$ cat src/verilog/osc_pkg.sv
// constants and carrier types for the optical module sideband control
package osc_pkg;

  localparam int MON_W    = 16;
  localparam int NUM_CH   = 5;
  localparam int NUM_KIND = 5;

  // monitor channel order
  localparam int CH_TEMP = 0;
  localparam int CH_VCC  = 1;
  localparam int CH_BIAS = 2;
  localparam int CH_TXP  = 3;
  localparam int CH_RXP  = 4;

  // factory store kinds
  localparam logic [2:0] KIND_HI_ALM  = 3'h0;
  localparam logic [2:0] KIND_LO_ALM  = 3'h1;
  localparam logic [2:0] KIND_HI_WARN = 3'h2;
  localparam logic [2:0] KIND_LO_WARN = 3'h3;
  localparam logic [2:0] KIND_OFFSET  = 3'h4;

  // values after reset of the factory store
  localparam logic [MON_W-1:0] RST_HI  = 16'hFFFF;
  localparam logic [MON_W-1:0] RST_LO  = 16'h0000;
  localparam logic [MON_W-1:0] RST_OFS = 16'h0000;

  // serial map byte offsets and bits per byte
  localparam logic [7:0] MAP_MON_BASE = 8'h00;
  localparam logic [7:0] MAP_STATUS   = 8'h0A;
  localparam logic [7:0] MAP_ALARM    = 8'h0B;
  localparam logic [7:0] MAP_WARN     = 8'h0C;
  localparam logic [3:0] BITS_BYTE    = 4'h8;

  typedef struct packed {
    logic tx_off;
    logic tx_fault;
    logic receive_signal_lost;
    logic rx_rate;
    logic tx_rate;
  } osc_status_t;

  typedef struct packed {
    logic             en;
    logic [2:0]       kind;
    logic [2:0]       ch;
    logic [MON_W-1:0] data;
  } osc_fac_wr_t;

  typedef enum logic [4:0] {
    TW_IDLE = 5'b00001,
    TW_RECV = 5'b00010,
    TW_ACK  = 5'b00100,
    TW_SEND = 5'b01000,
    TW_RACK = 5'b10000
  } osc_tw_state_t;

endpackage : osc_pkg

$ cat src/verilog/osc_mon_seq.sv
// round-robin conversion sequencer holding the live monitor values
`timescale 1ns/1ps
module osc_mon_seq #(
  parameter int MON_W  = 16,
  parameter int NUM_CH = 5
) (
  // clock and reset
  input  wire logic                           sys_clk_i,
  input  wire logic                           rst_i,
  input  wire logic                           ce_i,
  // converter
  output logic                                adc_start_o,
  output logic [$clog2(NUM_CH)-1:0]           adc_chan_o,
  input  wire logic                           adc_done_i,
  input  wire logic [MON_W-1:0]               adc_data_i,
  // calibration and results
  input  wire logic [NUM_CH-1:0][MON_W-1:0]   offset_i,
  output logic [NUM_CH-1:0][MON_W-1:0]        mon_o,
  output logic                                mon_valid_o
);

  localparam int CW = $clog2(NUM_CH);
  localparam logic [CW-1:0] LAST = CW'(NUM_CH - 1);

  logic              busy;
  logic [NUM_CH-1:0] seen;

  always_ff @(posedge sys_clk_i) begin
    if (rst_i) begin
      busy        <= 1'b0;
      adc_start_o <= 1'b0;
      adc_chan_o  <= '0;
    end else if (ce_i) begin
      adc_start_o <= !busy;
      if (!busy) begin
        busy <= 1'b1;
      end else if (adc_done_i) begin
        busy       <= 1'b0;
        adc_chan_o <= (adc_chan_o == LAST) ? '0 : adc_chan_o + 1'b1;
      end
    end
  end

  // offset trims the raw code; wraps rather than saturates, kept small on purpose
  always_ff @(posedge sys_clk_i) begin
    if (rst_i) begin
      mon_o <= '0;
      seen  <= '0;
    end else if (ce_i && busy && adc_done_i) begin
      mon_o[adc_chan_o] <= adc_data_i + offset_i[adc_chan_o];
      seen[adc_chan_o]  <= 1'b1;
    end
  end

  assign mon_valid_o = &seen;

  a_start_pulse: assert property (@(posedge sys_clk_i) disable iff (rst_i)
    (adc_start_o && ce_i) |=> !adc_start_o)
    else $error("conversion start held longer than one cycle");

endmodule : osc_mon_seq

$ cat src/verilog/osc_sideband.sv
// sideband pins, monitoring and two-wire slave of the optical module
`timescale 1ns/1ps
module osc_sideband #(
  parameter int               FAULT_IMPL = 1,
  parameter logic [6:0]       DEV_ADDR   = 7'h51,
  parameter logic [15:0]      LOS_ASSERT = 16'h0100,
  parameter logic [15:0]      LOS_CLEAR  = 16'h0140
) (
  // clock and reset
  input  wire logic                       sys_clk_i,
  input  wire logic                       rst_i,
  input  wire logic                       ce_i,
  // transmit off request pin, level and whether the host drives it
  input  wire logic                       tx_off_req_i,
  input  wire logic                       tx_off_drv_i,
  // rate select pins
  input  wire logic                       receive_rate_select_i,
  input  wire logic                       receive_rate_drv_i,
  input  wire logic                       transmit_rate_select_i,
  input  wire logic                       transmit_rate_drv_i,
  // laser control
  output logic                            tx_enable_o,
  output logic                            rx_rate_sel_o,
  output logic                            tx_rate_sel_o,
  input  wire logic                       laser_trip_i,
  // open-drain flags
  output logic                            tx_fault_o,
  output logic                            tx_fault_oe_o,
  output logic                            receive_signal_lost_o,
  output logic                            receive_signal_lost_oe_o,
  output logic                            module_absent_flag_o,
  output logic                            module_absent_flag_oe_o,
  // converter
  output logic                            adc_start_o,
  output logic [2:0]                      adc_chan_o,
  input  wire logic                       adc_done_i,
  input  wire logic [osc_pkg::MON_W-1:0]  adc_data_i,
  // factory store
  input  wire osc_pkg::osc_fac_wr_t       fac_wr_i,
  input  wire logic                       fac_lock_i,
  output logic                            fac_locked_o,
  // two-wire bus
  input  wire logic                       scl_i,
  input  wire logic                       sda_i,
  output logic                            sda_o,
  output logic                            sda_oe_o,
  // monitor state
  output logic [osc_pkg::NUM_CH-1:0]      alarm_o,
  output logic [osc_pkg::NUM_CH-1:0]      warn_o
);

  localparam int MW = osc_pkg::MON_W;
  localparam int NC = osc_pkg::NUM_CH;

  // pin resolution: the pull-up and pull-downs live inside the module
  logic tx_off_eff;
  logic rx_rate_eff;
  logic tx_rate_eff;
  assign tx_off_eff  = !tx_off_drv_i || tx_off_req_i;
  assign rx_rate_eff = receive_rate_drv_i && receive_rate_select_i;
  assign tx_rate_eff = transmit_rate_drv_i && transmit_rate_select_i;

  // transmitter control
  logic tx_off_s1;
  logic tx_off_s2;
  always_ff @(posedge sys_clk_i) begin
    if (rst_i) begin
      tx_off_s1   <= 1'b1;
      tx_off_s2   <= 1'b1;
      tx_enable_o <= 1'b0;
    end else if (ce_i) begin
      tx_off_s1   <= tx_off_eff;
      tx_off_s2   <= tx_off_s1;
      tx_enable_o <= !tx_off_s2;
    end
  end

  always_ff @(posedge sys_clk_i) begin
    if (rst_i) begin
      rx_rate_sel_o <= 1'b0;
      tx_rate_sel_o <= 1'b0;
    end else if (ce_i) begin
      rx_rate_sel_o <= rx_rate_eff;
      tx_rate_sel_o <= tx_rate_eff;
    end
  end

  // factory store, packed so a lock can be checked as a whole
  logic [osc_pkg::NUM_KIND-1:0][NC-1:0][MW-1:0] thr;
  logic                                         locked;
  assign fac_locked_o = locked;

  always_ff @(posedge sys_clk_i) begin
    if (rst_i) begin
      locked <= 1'b0;
      for (int c = 0; c < NC; c++) begin
        thr[osc_pkg::KIND_HI_ALM][c]  <= osc_pkg::RST_HI;
        thr[osc_pkg::KIND_LO_ALM][c]  <= osc_pkg::RST_LO;
        thr[osc_pkg::KIND_HI_WARN][c] <= osc_pkg::RST_HI;
        thr[osc_pkg::KIND_LO_WARN][c] <= osc_pkg::RST_LO;
        thr[osc_pkg::KIND_OFFSET][c]  <= osc_pkg::RST_OFS;
      end
    end else if (ce_i) begin
      if (fac_lock_i) begin
        locked <= 1'b1;
      end
      // once locked the field cannot alter trims or limits
      if (fac_wr_i.en && !locked && !fac_lock_i && fac_wr_i.kind < 3'(osc_pkg::NUM_KIND)
          && fac_wr_i.ch < 3'(NC)) begin
        thr[fac_wr_i.kind][fac_wr_i.ch] <= fac_wr_i.data;
      end
    end
  end

  // live monitoring
  logic [NC-1:0][MW-1:0] mon;
  logic                  mon_valid;

  osc_mon_seq #(
    .MON_W (MW),
    .NUM_CH(NC)
  ) u_mon_seq (
    .sys_clk_i  (sys_clk_i),
    .rst_i      (rst_i),
    .ce_i       (ce_i),
    .adc_start_o(adc_start_o),
    .adc_chan_o (adc_chan_o),
    .adc_done_i (adc_done_i),
    .adc_data_i (adc_data_i),
    .offset_i   (thr[osc_pkg::KIND_OFFSET]),
    .mon_o      (mon),
    .mon_valid_o(mon_valid)
  );

  genvar g;
  generate
    for (g = 0; g < NC; g++) begin : g_cmp
      always_ff @(posedge sys_clk_i) begin
        if (rst_i) begin
          alarm_o[g] <= 1'b0;
          warn_o[g]  <= 1'b0;
        end else if (ce_i) begin
          alarm_o[g] <= mon_valid && (mon[g] > thr[osc_pkg::KIND_HI_ALM][g]
                                   || mon[g] < thr[osc_pkg::KIND_LO_ALM][g]);
          warn_o[g]  <= mon_valid && (mon[g] > thr[osc_pkg::KIND_HI_WARN][g]
                                   || mon[g] < thr[osc_pkg::KIND_LO_WARN][g]);
        end
      end
    end
  endgenerate

  // transmit fault: sticky until the host asks for the transmitter off
  logic tx_fault;
  always_ff @(posedge sys_clk_i) begin
    if (rst_i) begin
      tx_fault <= 1'b0;
    end else if (ce_i) begin
      // new cause wins over the clear in the same cycle
      tx_fault <= (FAULT_IMPL != 0)
               && (laser_trip_i || alarm_o[osc_pkg::CH_BIAS]
                   || (tx_fault && !tx_off_s2));
    end
  end

  // signal lost with hysteresis, held high until every channel has a sample
  logic receive_signal_lost;
  always_ff @(posedge sys_clk_i) begin
    if (rst_i) begin
      receive_signal_lost <= 1'b1;
    end else if (ce_i) begin
      if (!mon_valid || mon[osc_pkg::CH_RXP] < LOS_ASSERT) begin
        receive_signal_lost <= 1'b1;
      end else if (mon[osc_pkg::CH_RXP] >= LOS_CLEAR) begin
        receive_signal_lost <= 1'b0;
      end
    end
  end

  // open-drain pins: a high fault or signal-lost flag releases the pin to the host pull-up; module absent is always driven low
  assign tx_fault_o               = 1'b0;
  assign tx_fault_oe_o            = !tx_fault;
  assign receive_signal_lost_o    = 1'b0;
  assign receive_signal_lost_oe_o = !receive_signal_lost;
  assign module_absent_flag_o     = 1'b0;
  assign module_absent_flag_oe_o  = 1'b1;

  osc_pkg::osc_status_t status;
  assign status = '{tx_off: tx_off_s2, tx_fault: tx_fault, receive_signal_lost: receive_signal_lost,
                    rx_rate: rx_rate_sel_o, tx_rate: tx_rate_sel_o};

  // two-wire slave; edges are found by comparing the live bus pins with their values one clock earlier
  logic                  scl_q;
  logic                  sda_q;
  logic                  scl_rise;
  logic                  scl_fall;
  logic                  bus_start;
  logic                  bus_stop;
  osc_pkg::osc_tw_state_t tw_state;
  logic [7:0]            shreg;
  logic [3:0]            bitcnt;
  logic                  first;
  logic                  rd_mode;
  logic                  ptr_set;
  logic                  nack;
  logic [7:0]            ptr;
  logic [7:0]            map_byte;

  always_ff @(posedge sys_clk_i) begin
    if (rst_i) begin
      scl_q <= 1'b1;
      sda_q <= 1'b1;
    end else if (ce_i) begin
      scl_q <= scl_i;
      sda_q <= sda_i;
    end
  end

  assign scl_rise  = scl_i && !scl_q;
  assign scl_fall  = !scl_i && scl_q;
  assign bus_start = scl_i && scl_q && sda_q && !sda_i;
  assign bus_stop  = scl_i && scl_q && !sda_q && sda_i;

  always_comb begin
    map_byte = 8'h00;
    if (ptr < 8'(2 * NC)) begin
      map_byte = ptr[0] ? mon[ptr[7:1]][7:0] : mon[ptr[7:1]][15:8];
    end else if (ptr == osc_pkg::MAP_STATUS) begin
      map_byte = {3'h0, status};
    end else if (ptr == osc_pkg::MAP_ALARM) begin
      map_byte = 8'(alarm_o);
    end else if (ptr == osc_pkg::MAP_WARN) begin
      map_byte = 8'(warn_o);
    end
  end

  always_ff @(posedge sys_clk_i) begin
    if (rst_i) begin
      tw_state <= osc_pkg::TW_IDLE;
      shreg    <= 8'h00;
      bitcnt   <= 4'h0;
      first    <= 1'b0;
      rd_mode  <= 1'b0;
      ptr_set  <= 1'b0;
      nack     <= 1'b0;
      ptr      <= osc_pkg::MAP_MON_BASE;
    end else if (ce_i) begin
      if (bus_start) begin
        tw_state <= osc_pkg::TW_RECV;
        bitcnt   <= 4'h0;
        first    <= 1'b1;
        ptr_set  <= 1'b0;
      end else if (bus_stop) begin
        tw_state <= osc_pkg::TW_IDLE;
      end else begin
        unique case (tw_state)
          osc_pkg::TW_IDLE: begin
          end
          osc_pkg::TW_RECV: begin
            if (scl_rise) begin
              shreg  <= {shreg[6:0], sda_i};
              bitcnt <= bitcnt + 4'h1;
            end else if (scl_fall && bitcnt == osc_pkg::BITS_BYTE) begin
              if (first) begin
                rd_mode  <= shreg[0];
                tw_state <= (shreg[7:1] == DEV_ADDR) ? osc_pkg::TW_ACK : osc_pkg::TW_IDLE;
              end else begin
                // only the first data byte sets the pointer; later ones are acked and dropped
                if (!ptr_set) begin
                  ptr <= shreg;
                end
                ptr_set  <= 1'b1;
                tw_state <= osc_pkg::TW_ACK;
              end
            end
          end
          osc_pkg::TW_ACK: begin
            if (scl_fall) begin
              first  <= 1'b0;
              bitcnt <= 4'h0;
              if (rd_mode) begin
                shreg    <= map_byte;
                ptr      <= ptr + 8'h01;
                tw_state <= osc_pkg::TW_SEND;
              end else begin
                tw_state <= osc_pkg::TW_RECV;
              end
            end
          end
          osc_pkg::TW_SEND: begin
            if (scl_fall) begin
              if (bitcnt == osc_pkg::BITS_BYTE - 4'h1) begin
                tw_state <= osc_pkg::TW_RACK;
              end else begin
                shreg  <= {shreg[6:0], 1'b0};
                bitcnt <= bitcnt + 4'h1;
              end
            end
          end
          osc_pkg::TW_RACK: begin
            if (scl_rise) begin
              nack <= sda_i;
            end else if (scl_fall) begin
              if (nack) begin
                tw_state <= osc_pkg::TW_IDLE;
              end else begin
                shreg    <= map_byte;
                ptr      <= ptr + 8'h01;
                bitcnt   <= 4'h0;
                tw_state <= osc_pkg::TW_SEND;
              end
            end
          end
        endcase
      end
    end
  end

  assign sda_o    = 1'b0;
  assign sda_oe_o = (tw_state == osc_pkg::TW_ACK)
                 || (tw_state == osc_pkg::TW_SEND && !shreg[7]);

  a_tx_off_follow: assert property (@(posedge sys_clk_i) disable iff (rst_i)
    (ce_i && tx_off_eff) [*3] |=> !tx_enable_o)
    else $error("transmitter not off after off request");

  a_tx_on_follow: assert property (@(posedge sys_clk_i) disable iff (rst_i)
    (ce_i && !tx_off_eff) [*3] |=> tx_enable_o)
    else $error("transmitter not on after request released");

  a_fault_raise: assert property (@(posedge sys_clk_i) disable iff (rst_i)
    (ce_i && laser_trip_i && FAULT_IMPL != 0) |=> !tx_fault_oe_o)
    else $error("fault pin not released after laser trip");

  a_fault_absent: assert property (@(posedge sys_clk_i) disable iff (rst_i)
    (FAULT_IMPL != 0) || tx_fault_oe_o)
    else $error("fault pin released with fault detection absent");

  a_los_raise: assert property (@(posedge sys_clk_i) disable iff (rst_i)
    (ce_i && mon_valid && mon[osc_pkg::CH_RXP] < LOS_ASSERT) |=> !receive_signal_lost_oe_o)
    else $error("signal lost not flagged at low receive power");

  a_rate_pulldown: assert property (@(posedge sys_clk_i) disable iff (rst_i)
    (ce_i && !receive_rate_drv_i && !transmit_rate_drv_i) |=> !rx_rate_sel_o && !tx_rate_sel_o)
    else $error("undriven rate select read high");

  a_absent_ground: assert property (@(posedge sys_clk_i) disable iff (rst_i)
    module_absent_flag_oe_o && !module_absent_flag_o)
    else $error("module absent line not held low");

  a_store_locked: assert property (@(posedge sys_clk_i) disable iff (rst_i)
    locked |=> $stable(thr) && locked)
    else $error("factory store changed after lock");

  a_addr_ack: assert property (@(posedge sys_clk_i) disable iff (rst_i)
    (tw_state == osc_pkg::TW_ACK) |-> sda_oe_o && !sda_o)
    else $error("acknowledge bit not driven low");

endmodule : osc_sideband

$ cat config.mk
export PLATFORM = sky130hd
export DESIGN_NAME = osc_sideband
export DESIGN_NICKNAME = d
export VERILOG_FILES = /design/src/verilog/osc_pkg.sv /design/src/verilog/osc_mon_seq.sv /design/src/verilog/osc_sideband.sv
export SDC_FILE = /design/constraint.sdc
export NUM_CORES = 2
export LEC_CHECK = 0
export BUFFER_PORTS_ARGS = -buffer_cell sky130_fd_sc_hd__buf_2
export CAP_MARGIN = 20
export CORE_UTILIZATION = 60
export DETAILED_ROUTE_END_ITERATION = 10
export GPL_TIMING_DRIVEN = 0
export PLACE_DENSITY = 0.77
export SLEW_MARGIN = 25
export SYNTH_ARGS = -nofsm -noshare
export SYNTH_HDL_FRONTEND = slang
export SYNTH_HIERARCHICAL = 1
export SYNTH_SLANG_ARGS = --single-unit
$ cat constraint.sdc
create_clock -name sys_clk_i -period 3.9 [get_ports sys_clk_i]
set_input_delay 0.39 -clock sys_clk_i [delete_from_list [all_inputs] [get_ports sys_clk_i]]
set_output_delay 0.39 -clock sys_clk_i [all_outputs]
set_load 0.05 [all_outputs]
==> impl_metrics.prom <==
# TYPE chip_impl_metric gauge
chip_impl_metric{name="synth-edff-count",unit=""} 0
chip_impl_metric{name="clock_buffer_count_from_cts",unit=""} 58
chip_impl_info{name="cp_cell_sequence",value="buf_2 -> clkbuf_4 -> mux4_2 -> inv_1 -> o21ai_0 -> ha_1 -> buf_2 -> o21a_1 -> or2_2 -> and4_1 -> a32oi_1 -> nand3_1 -> a211oi_1"} 1
chip_impl_metric{name="combinationalPowerShare",unit="%"} 5.8
chip_impl_info{name="layout_commonest_cell",value="nand2_1"} 1
chip_impl_metric{name="avg_wl_per_cell",unit="µm"} 24.57
chip_impl_metric{name="sequential_share_of_power",unit="%"} 45.6
chip_impl_metric{name="routed-via-count",unit=""} 29730
chip_impl_metric{name="grt.total_usage",unit="%"} 42.60
chip_impl_info{name="holdCritPathClass",value="input pin to flop"} 1
chip_impl_metric{name="total_switching_power",unit="µW"} 3024
chip_impl_metric{name="worstMarginPinSlew",unit="ps"} 1245
chip_impl_metric{name="cts_hold_repair.buffers",unit=""} 0
chip_impl_metric{name="final_hold_viol_count",unit=""} 0
chip_impl_metric{name="crit_required",unit="ps"} 4440
chip_impl_metric{name="top_level_ports",unit=""} 79
chip_impl_metric{name="fin_crit",unit="ps"} 3885
chip_impl_metric{name="floorplan.die_area",unit="µm²"} 51870
chip_impl_info{name="worst_setup_path_end_kind",value="flop"} 1
chip_impl_metric{name="fin_cells",unit=""} 4653
chip_impl_metric{name="fmaxAchievable",unit="GHz"} 0.2574
chip_impl_metric{name="syn_area",unit="µm²"} 30580
chip_impl_metric{name="syn_avg_cell_area",unit="µm²"} 8.032
chip_impl_metric{name="timing.final.crit_share",unit="%"} 99.61
chip_impl_metric{name="finalWirelength",unit="µm"} 114300
chip_impl_metric{name="max-vdd-ir-drop",unit="V"} 0.0003780
chip_impl_metric{name="finalNetCount",unit=""} 4315
chip_impl_metric{name="final_util",unit="%"} 67.44
chip_impl_info{name="slowest_stage",value="dfxtp_2"} 1
chip_impl_metric{name="internal_power",unit="µW"} 9158
chip_impl_metric{name="power.clock.fraction",unit="%"} 48.5
chip_impl_metric{name="instance_count_after_placement_with_tap_cells_included",unit=""} 4538
chip_impl_metric{name="worst_path_clk_slew",unit="ps"} 60
chip_impl_metric{name="die_width",unit="µm"} 227.8
chip_impl_metric{name="maxCapViolations",unit=""} 0
chip_impl_metric{name="synth_seq_cells",unit=""} 539
chip_impl_metric{name="max_stage_delay",unit="ps"} 450
chip_impl_info{name="outcome",value="finished, final reports clean"} 1
chip_impl_metric{name="ys_warn_count",unit=""} 6
chip_impl_metric{name="numClockSinks",unit=""} 539
chip_impl_metric{name="ys_types",unit=""} 100
chip_impl_metric{name="p_sw_share",unit="%"} 24.82
chip_impl_metric{name="maximum_number_of_pins_on_one_net_before_global_route_repair",unit=""} 18
chip_impl_info{name="startpoint_type",value="flop"} 1
chip_impl_metric{name="yosysSeqAreaShare",unit="%"} 35.29
chip_impl_info{name="critical_setup_path_kind",value="flop to flop"} 1
chip_impl_info{name="layout.cells.most_common_list",value="nand2_1 (614), dfxtp_1 (538), a21oi_1 (406)"} 1
chip_impl_metric{name="floorplan.rows",unit=""} 82
chip_impl_metric{name="worst_clock_skew",unit="ps"} 26.92
chip_impl_metric{name="setup_viol_count_final",unit=""} 0
chip_impl_metric{name="synth_largest_type_area_fraction",unit="%"} 35.29
chip_impl_metric{name="place.detailed.hpwl",unit="µm"} 79570
chip_impl_metric{name="timing.hold.ws",unit="ps"} 5.884
chip_impl_metric{name="leakagePower",unit="µW"} 0.01420
chip_impl_metric{name="clock_path_buffers",unit=""} 3
chip_impl_metric{name="areal_power_density_over_the_cells",unit="nW/µm²"} 360.0
chip_impl_metric{name="grt-ovfl-total",unit=""} 0
chip_impl_metric{name="first_global_vias",unit=""} 26610
chip_impl_metric{name="drive_above_1_share",unit="%"} 9.203
chip_impl_metric{name="antenna_found_initial",unit=""} 7
chip_impl_metric{name="floorplan.initialDensity",unit="%"} 60.95
chip_impl_metric{name="port_buffers",unit=""} 56
chip_impl_metric{name="syn-instance-count",unit=""} 3807
chip_impl_metric{name="drt_first_iter_violations",unit=""} 3829
chip_impl_metric{name="p_total",unit="µW"} 12180
chip_impl_metric{name="gp_congestion",unit=""} 1.053
chip_impl_metric{name="drc",unit=""} 0
chip_impl_metric{name="routed_via_density",unit=""} 6.390
chip_impl_metric{name="path_max_fanout",unit=""} 10
chip_impl_metric{name="standard_cell_core_area",unit="µm²"} 50170
chip_impl_metric{name="layout_stage_area_growth_over_the_synthesis_result",unit="%"} 10.66
chip_impl_metric{name="grt_first_pass_wirelength",unit="µm"} 166100
chip_impl_info{name="clock-root-buffer",value="clkbuf_16"} 1
chip_impl_info{name="dominantRegCellSynth",value="dfxtp_1"} 1
chip_impl_info{name="tritoncts",value="done"} 1
chip_impl_info{name="worst_path_most_repeated_cell",value="buf_2"} 1
chip_impl_metric{name="ctsHtreeMaxLevel",unit=""} 2
chip_impl_metric{name="slew_violations",unit=""} 0
chip_impl_metric{name="clk-insertion-delay-late",unit="ps"} 650
chip_impl_metric{name="ant_nets_after_route",unit=""} 0
chip_impl_metric{name="worst_rel_slew_slack",unit="%"} 17.01
chip_impl_metric{name="dr.pass1.iters",unit=""} 9
chip_impl_metric{name="critical_path_arrival",unit="ps"} 4430
chip_impl_info{name="synthDominantAreaCellType",value="dfxtp_1"} 1
chip_impl_metric{name="synthArstFlopShare",unit="%"} 0
chip_impl_metric{name="chipHeight",unit="µm"} 227.8
chip_impl_info{name="synthTopCellsByArea",value="dfxtp_1 (35%), ha_1 (14%), nand2_1 (7.5%)"} 1
sequential cells by signal, indices dropped and copies added (netlist names), 3 cells and up:
register and count:
u_mon_seq/adc_chan_o 3, bitcnt 4, tw_state 5, u_mon_seq/seen 5, u_mon_seq/mon_o 80, shreg 8
ptr 8, thr 400, alarm_o 5, warn_o 5
final cells by class:
class / instances / area (µm²)
Clock inverter: 19 / 254.0
Tap cell: 672 / 840.8
Timing Repair Buffer: 60 / 314.1
Antenna cell: 4 / 10.01
Inverter: 343 / 1287
Multi-Input combinational cell: 2646 / 17240
Sequential cell: 539 / 10790
Clock buffer: 89 / 1779
Buffer: 281 / 1324
Fill cell: 4329 / 16330
metrics by stage:
stage	instance area, µm²	TNS (ps)	worst slack (ps)
2_1_floorplan	30590	0	282.9
3_3_place_gp	31710	-17840	-655.8
3_5_place_dp	31720	-19370	-701.3
4_1_cts	33750	-106.2	-33.33
5_1_grt	33830	-33.90	-22.86
6_report	33840	0	15.07
synth_stat cells, types with 7 or more instances:
| master | n |
|---|---|
| a2111oi_0 | 13 |
| ha_1 | 332 |
| buf_1 | 7 |
| and3_1 | 11 |
| o21ai_0 | 112 |
| nand2b_1 | 33 |
| a211oi_1 | 37 |
| a31oi_1 | 14 |
| nand3_1 | 266 |
| and2_0 | 9 |
| o41ai_1 | 8 |
| buf_4 | 18 |
| nand4b_1 | 7 |
| and2_1 | 13 |
| a21o_1 | 39 |
| nand2_1 | 614 |
| clkbuf_2 | 17 |
| nor4_1 | 10 |
| inv_1 | 343 |
| nand4_1 | 67 |
| nor3b_1 | 18 |
| clkbuf_1 | 139 |
| mux4_2 | 22 |
| buf_2 | 95 |
| a21oi_1 | 406 |
| o211ai_1 | 174 |
| nand3b_1 | 30 |
| a311oi_1 | 11 |
| nor2b_1 | 36 |
| dfxtp_1 | 539 |
| mux2i_1 | 44 |
| o221ai_1 | 11 |
| nor3_1 | 20 |
| nor2_1 | 145 |
timing repair:
item | CTS | global route
endpoints found under the setup margin | 46 | 36
pin swaps | 0 | 1
gates resized for setup | 7 | 9
buffers inserted | 0 | 3
kinds of logic after synthesis:
| group | Yosys count | share of synthesized area [%] |
|---|---|---|
| AND/OR/NAND/NOR | 1321 | 20.41 |
| AO/OA/AOI/OAI | 906 | 18.53 |
| buffers and inverters | 625 | 8.511 |
| flip-flops | 539 | 35.29 |
| adder cells (fa/ha/maj) | 333 | 13.65 |
| multiplexers | 71 | 3.245 |
| XOR/XNOR | 10 | 0.3478 |
| other | 2 | 0.02456 |
critical path, delay by kind of cell, from the launching register on:
| kind | cells | cell delay (ps) |
|---|---|---|
| simple gates | 3 | 860 |
| flops | 1 | 450 |
| compound gates | 4 | 990 |
| mux | 1 | 300 |
| fa+ha+maj | 1 | 290 |
| buf+inv | 4 | 880 |
power by group through the flow:
| stage | clock, µW | sequential [µW] | combinational, µW |
|---|---|---|---|
| floorplan | 0 | 5670 | 379 |
| global placement | 0 | 5680 | 666 |
| detailed placement | 0 | 5680 | 668 |
| CTS | 5870 | 5560 | 670 |
| global route | 6110 | 5560 | 726 |
| finish | 5910 | 5560 | 710 |
layer usage:
| metal | vias to the layer above | global-route usage (%) | share of wire (%) | wire length, µm |
|---|---|---|---|---|
| met5 | - | 0 | 0.055 | 63 |
| met1 | 13850 | 53.71 | 37 | 42640 |
| met4 | 6 | 32.16 | 8.8 | 10020 |
| met3 | 466 | 10.83 | 12 | 14260 |
| met2 | 1873 | 62.60 | 41 | 47330 |
| li1 | 13540 | - | - | - |
final timing paths:
path | end | cells after the start | startpoint | slack (ps)
setup / recovery | u_mon_seq/mon_o[61] | 13 | u_mon_seq/adc_chan_o[1] | 20
hold / removal | fac_locked_o | 3 | fac_lock_i | 6
hold reg to reg | thr[253] | 2 | thr[253] | 450
setup reg to reg | u_mon_seq/mon_o[61] | 13 | u_mon_seq/adc_chan_o[1] | 20
Power figures use the tool's default switching activity.
